<file path="config.mk">
export PLATFORM = sky130hd
export DESIGN_NAME = battery_short_diagnostics
export DESIGN_NICKNAME = d
export VERILOG_FILES = /design/src/pkg/stb_diag_pkg.sv /design/src/logic/battery_short_diagnostics.sv
export SDC_FILE = /design/constraint.sdc
export NUM_CORES = 1
export LEC_CHECK = 0
export BUFFER_PORTS_ARGS = -buffer_cell sky130_fd_sc_hd__buf_2
export CAP_MARGIN = 40
export CORE_AREA = 2 2 50 52
export DETAILED_ROUTE_END_ITERATION = 8
export DIE_AREA = 0 0 52 54
export PLACE_DENSITY_LB_ADDON = 0.05
export SLEW_MARGIN = 25
export SYNTH_ARGS = -nofsm -noshare
export SYNTH_HDL_FRONTEND = slang
export SYNTH_SLANG_ARGS = --single-unit
</file>
<file path="constraint.sdc">
create_clock -name i_core_clk -period 2.21 [get_ports i_core_clk]
set_clock_uncertainty 0.2 [all_clocks]
set_input_delay 0.1105 -clock i_core_clk [delete_from_list [all_inputs] [get_ports i_core_clk]]
set_output_delay 0.1105 -clock i_core_clk [all_outputs]
set_load 0.1 [all_outputs]
</file>
<file path="src/pkg/stb_diag_pkg.sv">
`default_nettype none
package stb_diag_pkg;
	// Register offsets in the user sub map
	localparam logic [7:0] STB_SENSE_A_CTRL_OFS = 8'h5D;
	localparam logic [7:0] STB_SENSE_B_CTRL_OFS = 8'h5E;
	// Status register holding latched events, read clears
	localparam logic [7:0] STB_STATUS_OFS = 8'h5F;
	// Field positions
	localparam int COMP_OFF_BIT = 6;
	localparam int THRESH_LSB = 2;
	localparam int THRESH_MSB = 4;
	// Reset values
	localparam logic COMP_OFF_RST = 1'b1;
	localparam logic [2:0] THRESH_RST = 3'h3;
	// Sub map select value for the user sub map
	localparam logic [1:0] SUBMAP_USER = 2'h0;
	// Threshold in mV: 75 + 150 * code
	localparam int THRESH_BASE_MV = 75;
	localparam int THRESH_STEP_MV = 150;
endpackage
`default_nettype wire

</file>
<file path="src/logic/battery_short_diagnostics.sv">
`timescale 1ns/10ps
`default_nettype none
module battery_short_diagnostics
	import stb_diag_pkg::*;
(
	input wire logic i_core_clk,
	input wire logic i_reset,
	input wire logic i_clk_en,
	// Register port from the serial slave, sub map already decoded
	input wire logic [1:0] i_submap_select,
	input wire logic i_reg_wr,
	input wire logic i_reg_rd,
	input wire logic [7:0] i_reg_addr,
	input wire logic [7:0] i_reg_wdata,
	output logic [7:0] o_reg_rdata,
	output logic o_reg_hit,
	// Analog comparator outputs (asynchronous)
	input wire logic i_sense_input_a_cmp,
	input wire logic i_sense_input_b_cmp,
	// To the analog slicers, plus the interrupt request pin
	output logic o_sense_a_comparator_off,
	output logic [2:0] o_sense_a_threshold,
	output logic o_sense_b_comparator_off,
	output logic [2:0] o_sense_b_threshold,
	output logic o_interrupt_request_pin
);

	//--------------------------------------------------
	// State
	//--------------------------------------------------
	typedef struct packed {
		logic [1:0] off;
		logic [1:0][2:0] thresh;
		logic [1:0] sync1;
		logic [1:0] sync2;
		logic [1:0] evt;
		logic [7:0] rdata;
		logic irq; // Registered copy of any-event for the pin
	} state_t;

	// Current and next state, plus decode helpers
	state_t st_r;
	state_t st_nxt;
	logic user_map;
	logic [1:0] cmp_in;
	logic [1:0] sel_wr;
	logic [1:0] rd_clr;

	// Access decode; a foreign sub map sees none of these registers
	assign user_map = (i_submap_select == SUBMAP_USER);
	assign cmp_in = {i_sense_input_b_cmp, i_sense_input_a_cmp};
	assign sel_wr[0] = user_map && i_reg_wr && (i_reg_addr == STB_SENSE_A_CTRL_OFS);
	assign sel_wr[1] = user_map && i_reg_wr && (i_reg_addr == STB_SENSE_B_CTRL_OFS);

	//--------------------------------------------------
	// Next state
	//--------------------------------------------------
	always_comb begin
		st_nxt = st_r;
		rd_clr = 2'h0;
		st_nxt.sync1 = cmp_in;
		st_nxt.sync2 = st_r.sync1;
		// Status read clears what was shown; a new event in the same cycle still sets
		if (user_map && i_reg_rd && i_reg_addr == STB_STATUS_OFS) begin
			rd_clr = st_r.evt;
		end
		for (int i = 0; i < 2; i++) begin
			if (sel_wr[i]) begin
				st_nxt.off[i] = i_reg_wdata[COMP_OFF_BIT];
				st_nxt.thresh[i] = i_reg_wdata[THRESH_MSB:THRESH_LSB];
			end
			// Powered-down slicer output is ignored, so detection stays off until enabled
			st_nxt.evt[i] = (st_r.evt[i] & ~rd_clr[i]) | (st_r.sync2[i] & ~st_r.off[i]);
		end
		// Interrupt pin from its own flop so it cannot glitch while events change
		st_nxt.irq = |st_nxt.evt;
		// Read data captured for the serial slave
		st_nxt.rdata = 8'h00;
		if (user_map) begin
			case (i_reg_addr)
				STB_SENSE_A_CTRL_OFS: st_nxt.rdata = {1'b0, st_r.off[0], 1'b0, st_r.thresh[0], 2'h0};
				STB_SENSE_B_CTRL_OFS: st_nxt.rdata = {1'b0, st_r.off[1], 1'b0, st_r.thresh[1], 2'h0};
				STB_STATUS_OFS: st_nxt.rdata = {6'h00, st_r.evt};
				default: st_nxt.rdata = 8'h00;
			endcase
		end
	end

	//--------------------------------------------------
	// Registers
	//--------------------------------------------------
	// Reset needs no clock enable, so a frozen core still comes up powered down
	always_ff @(posedge i_core_clk) begin
		if (i_reset) begin
			st_r.off <= {COMP_OFF_RST, COMP_OFF_RST};
			st_r.thresh <= {THRESH_RST, THRESH_RST};
			st_r.sync1 <= 2'h0;
			st_r.sync2 <= 2'h0;
			st_r.evt <= 2'h0;
			st_r.rdata <= 8'h00;
			st_r.irq <= 1'b0;
		end else if (i_clk_en) begin
			st_r <= st_nxt;
		end
	end

	// Outputs
	assign o_reg_rdata = st_r.rdata;
	assign o_reg_hit = user_map && (i_reg_addr == STB_SENSE_A_CTRL_OFS || i_reg_addr == STB_SENSE_B_CTRL_OFS
		|| i_reg_addr == STB_STATUS_OFS);
	assign o_sense_a_comparator_off = st_r.off[0];
	assign o_sense_a_threshold = st_r.thresh[0];
	assign o_sense_b_comparator_off = st_r.off[1];
	assign o_sense_b_threshold = st_r.thresh[1];
	assign o_interrupt_request_pin = st_r.irq;
endmodule
`default_nettype wire

</file>
Word level (Yosys, flattened, before mapping)
Index checks and enable logic that the tools add are counted.

Bits in registers: 23. Bits of input ports: 25. Output and inout port bits: 18. Word-level logic and storage cells: 37.

Eq/ne operators: 3. Muxes and demuxes: 3. Bitwise operators: 10. Reductions and logical operators: 12.

Operators with widths (count): equality test 8 x 7 -> 1 bit, second input constant (3); one-hot mux 7 bit (3 select lines) (1); 2-to-1 mux 7 bit (1); logical AND 1 bit (6); bitwise AND 1 bit (4); NOT 1 bit (4); AND reduction 2 bit (2); zero test 2 bit (1); logical OR 1 bit (2); 2-to-1 mux 2 bit (1); bitwise OR 1 bit (2); OR reduction 2 bit (1).

Longest topological paths before layout
Gate-level depths: netlist (run 1).

Depth after elaboration: 8. Mapped depth: 4. Depth with buffers taken out: 3.

Worst setup path after synthesis (run 1)
Ideal clock, no wire load.

Path type: input to output. Start point: input port i_reg_addr[7]. End point: output port o_reg_hit. Data arrival time: 1.860 ns. Data required time: 1.899 ns. Setup slack: 0.040 ns. Stages: 3. Path buffers: 0. Cell sequence: and4bb_4 -> nand2_2 -> nor2_1.

Word-level cells in the longest chain between the ends: 4. Elaborated cells between the ends (all ways): 6. Classes of those cells: 3 x eq/ne; 3 x reduce/logical.

RTL lines: from (decl) (line battery_short_diagnostics.sv:13) `input wire logic [7:0] i_reg_addr,`; equality test 8 x 7 -> 1 bit (line battery_short_diagnostics.sv:109) `assign o_reg_hit = user_map && (i_reg_addr == STB_SENSE_A_CTRL_OFS || i_reg_addr == STB_SENSE_B_CTRL_OFS`; logical OR 1 bit (line battery_short_diagnostics.sv:109); logical OR 1 bit * (line battery_short_diagnostics.sv:110) `|| i_reg_addr == STB_STATUS_OFS);`; logical AND 1 bit * (line battery_short_diagnostics.sv:109); to (decl) (line battery_short_diagnostics.sv:16) `output logic o_reg_hit,`.

Mark *: on every way between the ends. The rest lies on a longest branch, timed or not.

Final worst setup path (run 1)
Start point: input port i_reg_addr[0]. End point: register st_r (netlist bit o_reg_rdata[1]).

Word-level cells in the longest chain between the ends: 3. Elaborated cells between the ends (all ways): 5. Classes of those cells: 3 x eq/ne; 2 x mux.

RTL lines: equality test 8 x 7 -> 1 bit (line battery_short_diagnostics.sv:80) `case (i_reg_addr)`; one-hot mux 7 bit (3 select lines) * (line battery_short_diagnostics.sv:80); 2-to-1 mux 7 bit * (line battery_short_diagnostics.sv:79) `if (user_map) begin`; to (signal assigned) (line battery_short_diagnostics.sv:103) `st_r <= st_nxt;`; to (decl) (line battery_short_diagnostics.sv:42) `state_t st_r;`.

Marks and branches as above. A chain may end at the register's enable or synchronous reset.

==> out/qor.txt, run 1 <==
Mean post-synth cell area -> 9.730 sq um
Cts hold-fix bufs -> 9
Global router's overall resource usage -> 0.1690
# IOs -> 43
Die footprint -> 2808 sq um
Sw Pwr -> 169.3 uW
Setup CP Type -> in -> reg
Initial DRC count -> 7
Sw Share -> 0.2562
Antenna-violating nets left -> 0
Critical path arrival -> 1680 ps
Placed insts -> 161
Critical Path Slowest Stage Cell -> dlygate4sd3_1
Site row count -> 18
Seq/Total Area, Yosys -> 0.3858
Share of cells above drive strength 1 -> 0.3403
Diodes inserted -> 0
Vias in the first global route -> 777
Final core utilization -> 0.5626
Part of the power in registers -> 0.582
Final worst-path setup slack -> 553.8 ps
Netlist cell types -> 24
Routability cong. -> 0.7615
CTS Sinks -> 21
Design Area, Final -> 1305 sq um
HP Class -> in -> reg
Antenna violations before repair -> 0
RSZ-0062 raised after global routing -> no
Worst hold slack -> 7.731 ps
HPWL after DPL -> 1.522 mm
P_int -> 491.5 uW
Pin count of the biggest net entering global routing -> 29
Die W -> 52 microns
Initial Utilization -> 0.4698
Min Tclk post-route -> 1656 ps
Status -> completed
Cell Pwr Density -> 506.4 nW/um^2
Max Freq -> 603.8 MHz
CORE AREA -> 2320 sq um
# Post-CTS Setup Buffers -> 0
Syn. warnings -> 0
CTS H-tree lvls -> 1
Fin. Hold Viols -> 0
Fin cells -> 174
Cell mode on critical path -> dlygate4sd3_1
Fin crit share -> 0.7494
Critical path cell sequence -> dlygate4sd3_1 > buf_2 > nand4_2 > dlygate4sd3_1 > o31ai_2
Max-slew violation count -> 0
Placed Area -> 1189 sq um
Via count -> 851
Post-CTS Resized -> 0
Root buf cell -> clkbuf_4
Worst IR drop on VDD -> 0.0002905 V
Clock power frac -> 0.270
WL final -> 2.059 mm
Total iterations of the first detailed-routing run -> 4
FF+latch count, synth -> 21
First-pass GRT wire length -> 3.470 mm
CTS max path bufs -> 2
Startpoint types -> input pin
Synthesized area -> 1090 sq um
Leak -> 0.6268 nW
Fill count -> 239
Worst stage delay on the critical path -> 610 ps
Clock-pin slew on the worst setup and hold paths -> 110 ps
Setup WS pre-CTS -> 653.8 ps
TNS Setup -> 0 ps
P&R area growth vs syn -> 19.75%
Endpoints failing setup -> 0
Logic gate share of total power -> 0.148
Data required, critical path -> 2230 ps
Die height -> 54 microns
TritonCTS Buffers -> 3
Max-cap violations -> 0
Wire length per cell -> 11.83 microns
Nature of the critical path endpoint -> flip-flop
CTS tree -> done
DRC -> 0
Grt ovf -> 0
Vias/cell -> 4.891
Total power -> 660.8 uW
Cells after synthesis -> 112
Worst skew pair latency -> 290 ps
Crit Path Max Fanout -> 5
Nets -> 170
I/O Buffers -> 36
==> worst max-delay path, delay by kind of cell <==
family | cells | cell delay [ps]
AO/OA/AOI/OAI | 1 | 210
buffers and inverters | 3 | 1270
AND/OR/NAND/NOR | 1 | 90
==> layout make-up <==
type / count / area (sq um) / area share
clock buffers: 4 / 26.28 / 0.02013
inverters: 2 / 7.507 / 0.005753
multi-input cells: 72 / 543.0 / 0.4161
flip-flops and latches: 21 / 420.4 / 0.3221
well taps: 30 / 37.54 / 0.02876
repair buffers: 45 / 270.3 / 0.2071
==> synth_stat cells (all sizes together) <==
| cell type | n | share of area |
|---|---|---|
| and2b | 2 | 0.014 |
| and3 | 1 | 0.0057 |
| dfxtp | 21 | 0.39 |
| buf | 16 | 0.11 |
| nand4 | 5 | 0.062 |
| o31ai | 2 | 0.023 |
| o32ai | 6 | 0.048 |
| nor2 | 18 | 0.062 |
| nand2 | 3 | 0.013 |
| a22oi | 4 | 0.028 |
| inv | 2 | 0.0069 |
| or3b | 2 | 0.016 |
| and4bb | 2 | 0.030 |
| and2 | 1 | 0.0057 |
| clkbuf | 2 | 0.0069 |
| mux2i | 12 | 0.11 |
| nand2b | 10 | 0.057 |
| o211a | 1 | 0.0092 |
| and4 | 1 | 0.0080 |
| conb | 1 | 0.0034 |
==> cells by family (layout without fill, tap and decap cells) <==
logic type	count (synthesis)	count (layout)	share of synthesized area
buffers and inverters	20	51	0.1194
DFF	21	21	0.3858
AOI/OAI and AO/OA	13	13	0.1079
other	1	2	0.003441
and+or+nand+nor	45	45	0.2733
muxes	12	12	0.1102
==> layer usage <==
metal,global-route usage,routed length [microns],up-vias
met5,0,0,-
met4,0.07456,15,0
met3,0.03333,118,2
met2,0.2553,926,23
met1,0.2330,998,381
li1,-,-,445
==> path summary, 6_finish.rpt <==
| check | from | to | slack (ps) | cells after the start |
|---|---|---|---|---|
| worst min register to register | o_reg_rdata[3]$_SDFFE_PP0P_ | o_reg_rdata[3]$_SDFFE_PP0P_ | 300 | 2 |
| worst min-delay path | i_reg_addr[1] | o_interrupt_request_pin$_SDFFE_PP0P_ | 8 | 3 |
| worst max register to register | o_sense_a_comparator_off$_SDFFE_PP1P_ | o_interrupt_request_pin$_SDFFE_PP0P_ | 1040 | 3 |
| worst max-delay path | i_reg_addr[0] | o_reg_rdata[1]$_SDFFE_PP0P_ | 550 | 5 |
==> cell usage in the layout (no fill, tap or decap), drive strengths merged, types with 3 or more instances in the layout <==
| cell | synthesis | layout |
|---|---|---|
| nand2 | 3 | 3 |
| dlygate4sd3 | 0 | 9 |
| nor2 | 18 | 18 |
| nand4 | 5 | 5 |
| nand2b | 10 | 10 |
| o32ai | 6 | 6 |
| buf | 16 | 36 |
| dfxtp | 21 | 21 |
| clkbuf | 2 | 4 |
| mux2i | 12 | 12 |
| a22oi | 4 | 4 |
==> state kept, by name, summed over array words and instances, names as in the netlist <==
register	flops
o_sense_b_comparator_off	1
o_sense_a_threshold	3
st_nxt	2
o_sense_a_comparator_off	1
o_interrupt_request_pin	1
o_sense_b_threshold	3
st_r	4
o_reg_rdata	6
==> power by group through the flow <==
stage,sequential (mW),clock (mW),combinational (mW)
after floorplan,0.400,0,0.0569
after global placement,0.393,0,0.0865
after detailed placement,0.393,0,0.0876
after CTS,0.385,0.190,0.0987
after global routing,0.385,0.203,0.107
final,0.385,0.178,0.0977
Note: power is estimated with default switching activity, not from simulation.
==> run 2, diff against run 1 <==
ABC_AREA = 1   (was not set)
CORE_AREA = 2 2 52 54   (was 2 2 50 52)
DIE_AREA = 0 0 54 56   (was 0 0 52 54)
clock period = 1.7 ns   (was 2.21 ns; I/O delays follow)
==> out/qor.txt, run 2 <==
Startpoint types -> input pin (unchanged)
Status -> completed (unchanged)
First-pass GRT wire length -> 3.753 mm (was 3.470 mm)
Setup CP Type -> in -> out (was in -> reg)
Fin. Hold Viols -> 0 (unchanged)
Die W -> 54 microns (was 52 microns)
Largest family of logic cells by synthesized area -> simple AND/OR/NAND/NOR gates (unchanged)
HPWL after DPL -> 1.599 mm (was 1.522 mm)
Fin crit share -> 0.9837
TNS Setup -> 0 ps (unchanged)
Most frequent cells in the layout -> 35 x buf_2, 29 x nand2_1, 21 x dfxtp_1 (was 36 x buf_2, 21 x dfxtp_1, 18 x nor2_1)
Critical Path Slowest Stage Cell -> dlygate4sd3_1 (unchanged)
TritonCTS Buffers -> 3 (unchanged)
Worst IR drop on VDD -> 0.0005954 V (was 0.0002905 V)
Total iterations of the first detailed-routing run -> 4 (unchanged)
Most frequent cell after synthesis -> nand2_1 (was dfxtp_1)
CTS tree -> done (unchanged)
Commonest cells post-synth -> 30 x nand2_1, 21 x dfxtp_1, 20 x inv_1 (was 21 x dfxtp_1, 18 x nor2_1, 14 x buf_4)
Crit Path Max Fanout -> 4 (was 5)
# Post-CTS Setup Buffers -> 0 (unchanged)
HP Class -> in -> reg (unchanged)
CTS H-tree lvls -> 1 (unchanged)
Synth Area in Simple Gates -> 0.3115 (was 0.2732)
DRC -> 0 (unchanged)
Main flop type after synthesis -> dfxtp_1 (unchanged)
Vias in the first global route -> 915 (was 777)
Via count -> 1024 (was 851)
R2R Setup Slk -> 550 ps (was 1040 ps)
WL final -> 2.256 mm (was 2.059 mm)
Antenna violations before repair -> 0 (unchanged)
Worst stage delay on the critical path -> 560 ps (was 610 ps)
Pin count of the biggest net entering global routing -> 15 (was 29)
Adder-cell area share of the yosys netlist -> 0 (unchanged)
Leak -> 0.7260 nW (was 0.6268 nW)
Routability cong. -> 0.7686 (was 0.7615)
Grt ovf -> 0 (unchanged)
Worst skew pair latency -> 300 ps (was 290 ps)
Critical path arrival -> 1390 ps (was 1680 ps)
Max Freq -> 598.0 MHz
Netlist cell types -> 20 (was 24)
Largest register FFs -> 6 (unchanged)
Min Tclk post-route -> 1672 ps
Seq/Total Area, Yosys -> 0.3792 (was 0.3858)
Die footprint -> 3024 sq um (was 2808 sq um)
FF+latch count, synth -> 21 (unchanged)
Top cell type's share of synthesized area -> 0.3792 (was 0.3858)
Antenna-violating nets left -> 0 (unchanged)
Cell Pwr Density -> 622.0 nW/um^2 (was 506.4 nW/um^2)
Max-slew violation count -> 0 (unchanged)
Die height -> 56 microns (was 54 microns)
Root buf cell -> clkbuf_4 (unchanged)
P&R area growth vs syn -> 24.15% (was 19.75%)
Compound-cell area share of the yosys netlist -> 0.1151 (was 0.1079)
Wire length per cell -> 10.30 microns (was 11.83 microns)
CORE AREA -> 2432 sq um (was 2320 sq um)
I/O Buffers -> 36 (unchanged)
Endpoints failing setup -> 0 (unchanged)
Post-synth ARST share -> 0 (unchanged)
Syn. warnings -> 0 (unchanged)
Max-cap violations -> 0 (unchanged)
Vias/cell -> 4.676 (was 4.891)
Diodes inserted -> 0 (unchanged)
Initial Utilization -> 0.4558 (was 0.4698)
Share of cells above drive strength 1 -> 0.2804 (was 0.3403)
Synthesized area -> 1109 sq um (was 1090 sq um)
Nature of the critical path endpoint -> output port (was flip-flop)
Final core utilization -> 0.5658 (was 0.5626)
Nets -> 215 (was 170)
Cells after synthesis -> 155 (was 112)
Proportion of synthesized area in mux cells -> 0 (was 0.1102)
Yosys top cell by area -> dfxtp_1 (unchanged)
Mean post-synth cell area -> 7.152 sq um (was 9.730 sq um)
Global router's overall resource usage -> 0.1631 (was 0.1690)
EDFF count, synth -> 0 (unchanged)
Clock-pin slew on the worst setup and hold paths -> 120 ps (was 110 ps)
# IOs -> 43 (unchanged)
Commonest non-fill, non-tap cell in the layout -> buf_2 (unchanged)
Site row count -> 18 (unchanged)
CTS Sinks -> 21 (unchanged)
Initial DRC count -> 20 (was 7)
Synth Area in XOR/XNOR -> 0 (unchanged)
Data required, critical path -> 1410 ps (was 2230 ps)
Critical path cell sequence -> buf_2 > dlygate4sd3_1 > nand2_2 > nor2_4 > o31ai_2 > nor2_2 > buf_12 (was dlygate4sd3_1 > buf_2 > nand4_2 > dlygate4sd3_1 > o31ai_2)
Largest cells by area after synthesis -> dfxtp_1 38%, nand2_1 10%, buf_4 9.5% (was dfxtp_1 39%, mux2i_1 11%, buf_4 9.6%)
CTS max path bufs -> 2 (unchanged)
[run 2: changes by cell type after synthesis, moves of 8 or more]
| cell | before | now |
|---|---|---|
| a21oi_1 | 0 | 8 |
| inv_1 | 2 | 20 |
| mux2i_1 | 12 | 0 |
| nand2_1 | 2 | 30 |
| nand2b_1 | 10 | 0 |
| nand3_1 | 0 | 15 |
[run 2: area by class of cell]
type	instances	area, sq um
Sequential cell	21	420.4
Clock inverter	1	5.005
Multi-Input combinational cell	96	495.5
Fill cell	248	1056
Tap cell	30	37.54
Timing Repair Buffer	48	320.3
Inverter	20	75.07
Clock buffer	3	22.52
[run 2: worst paths after layout]
path | from | endpoint | cells after the start
setup / recovery | i_reg_addr[0] | o_reg_hit | 7
hold / removal | i_clk_en | st_r[10]$_SDFFE_PP0P_ | 5
setup reg to reg | st_r[10]$_SDFFE_PP0P_ | o_reg_rdata[1]$_SDFFE_PP0P_ | 5
hold reg to reg | o_sense_b_threshold[2]$_SDFFE_PP0P_ | o_sense_b_threshold[2]$_SDFFE_PP0P_ | 2
[run 2: critical path, delay by kind of cell]
family,cells,cell delay (ps)
AOI/OAI and AO/OA,1,260
and+or+nand+nor,3,210
buffers and inverters,3,840
[run 2: where the power goes]
group	switching (mW)	leakage [nW]	internal, mW
combinational	0.0751	0.538	0.0450
sequential	0.00271	0.170	0.498
clock	0.147	0.0177	0.0878
total	0.225	0.726	0.631
[run 2: layer usage]
layer / vias to the layer above / GRT usage / share of wire
li1: 549 / - / -
met1: 438 / 0.2076 / 0.47
met2: 32 / 0.2613 / 0.44
met3: 5 / 0.03495 / 0.069
met4: 0 / 0.06429 / 0.015
met5: - / 0 / 0
[run 2: cell families (layout without fill, tap and decap cells)]
kind of cell	Yosys count	count (layout)
AO/OA/AOI/OAI	22	22
other	1	2
flip-flops	21	21
AND/OR/NAND/NOR	72	72
buffers and inverters	39	72
[run 2: repair_timing]
| action | in CTS | in global routing |
|---|---|---|
| gates resized for setup | 0 | 5 |
| hold buffers | 12 | 0 |
| endpoints found under the hold margin | 17 | 0 |
| endpoints found under the setup margin | 0 | 3 |
[run 2: stage by stage]
stage / cells / setup WS [ps] / hold slack (ps) / instance area [sq um] / power, mW
2_1_floorplan: 156 / 29.88 / 19.91 / 1115 / 0.5855
3_3_place_gp: 203 / 373.3 / 109.3 / 1211 / 0.6098
3_5_place_dp: 203 / 355.4 / 116.2 / 1211 / 0.6115
4_1_cts: 219 / 10.85 / 6.540 / 1359 / 0.8709
5_1_grt: 219 / -5.199 / 53.52 / 1376 / 0.9088
6_report: 219 / 27.72 / 29.92 / 1376 / 0.8560
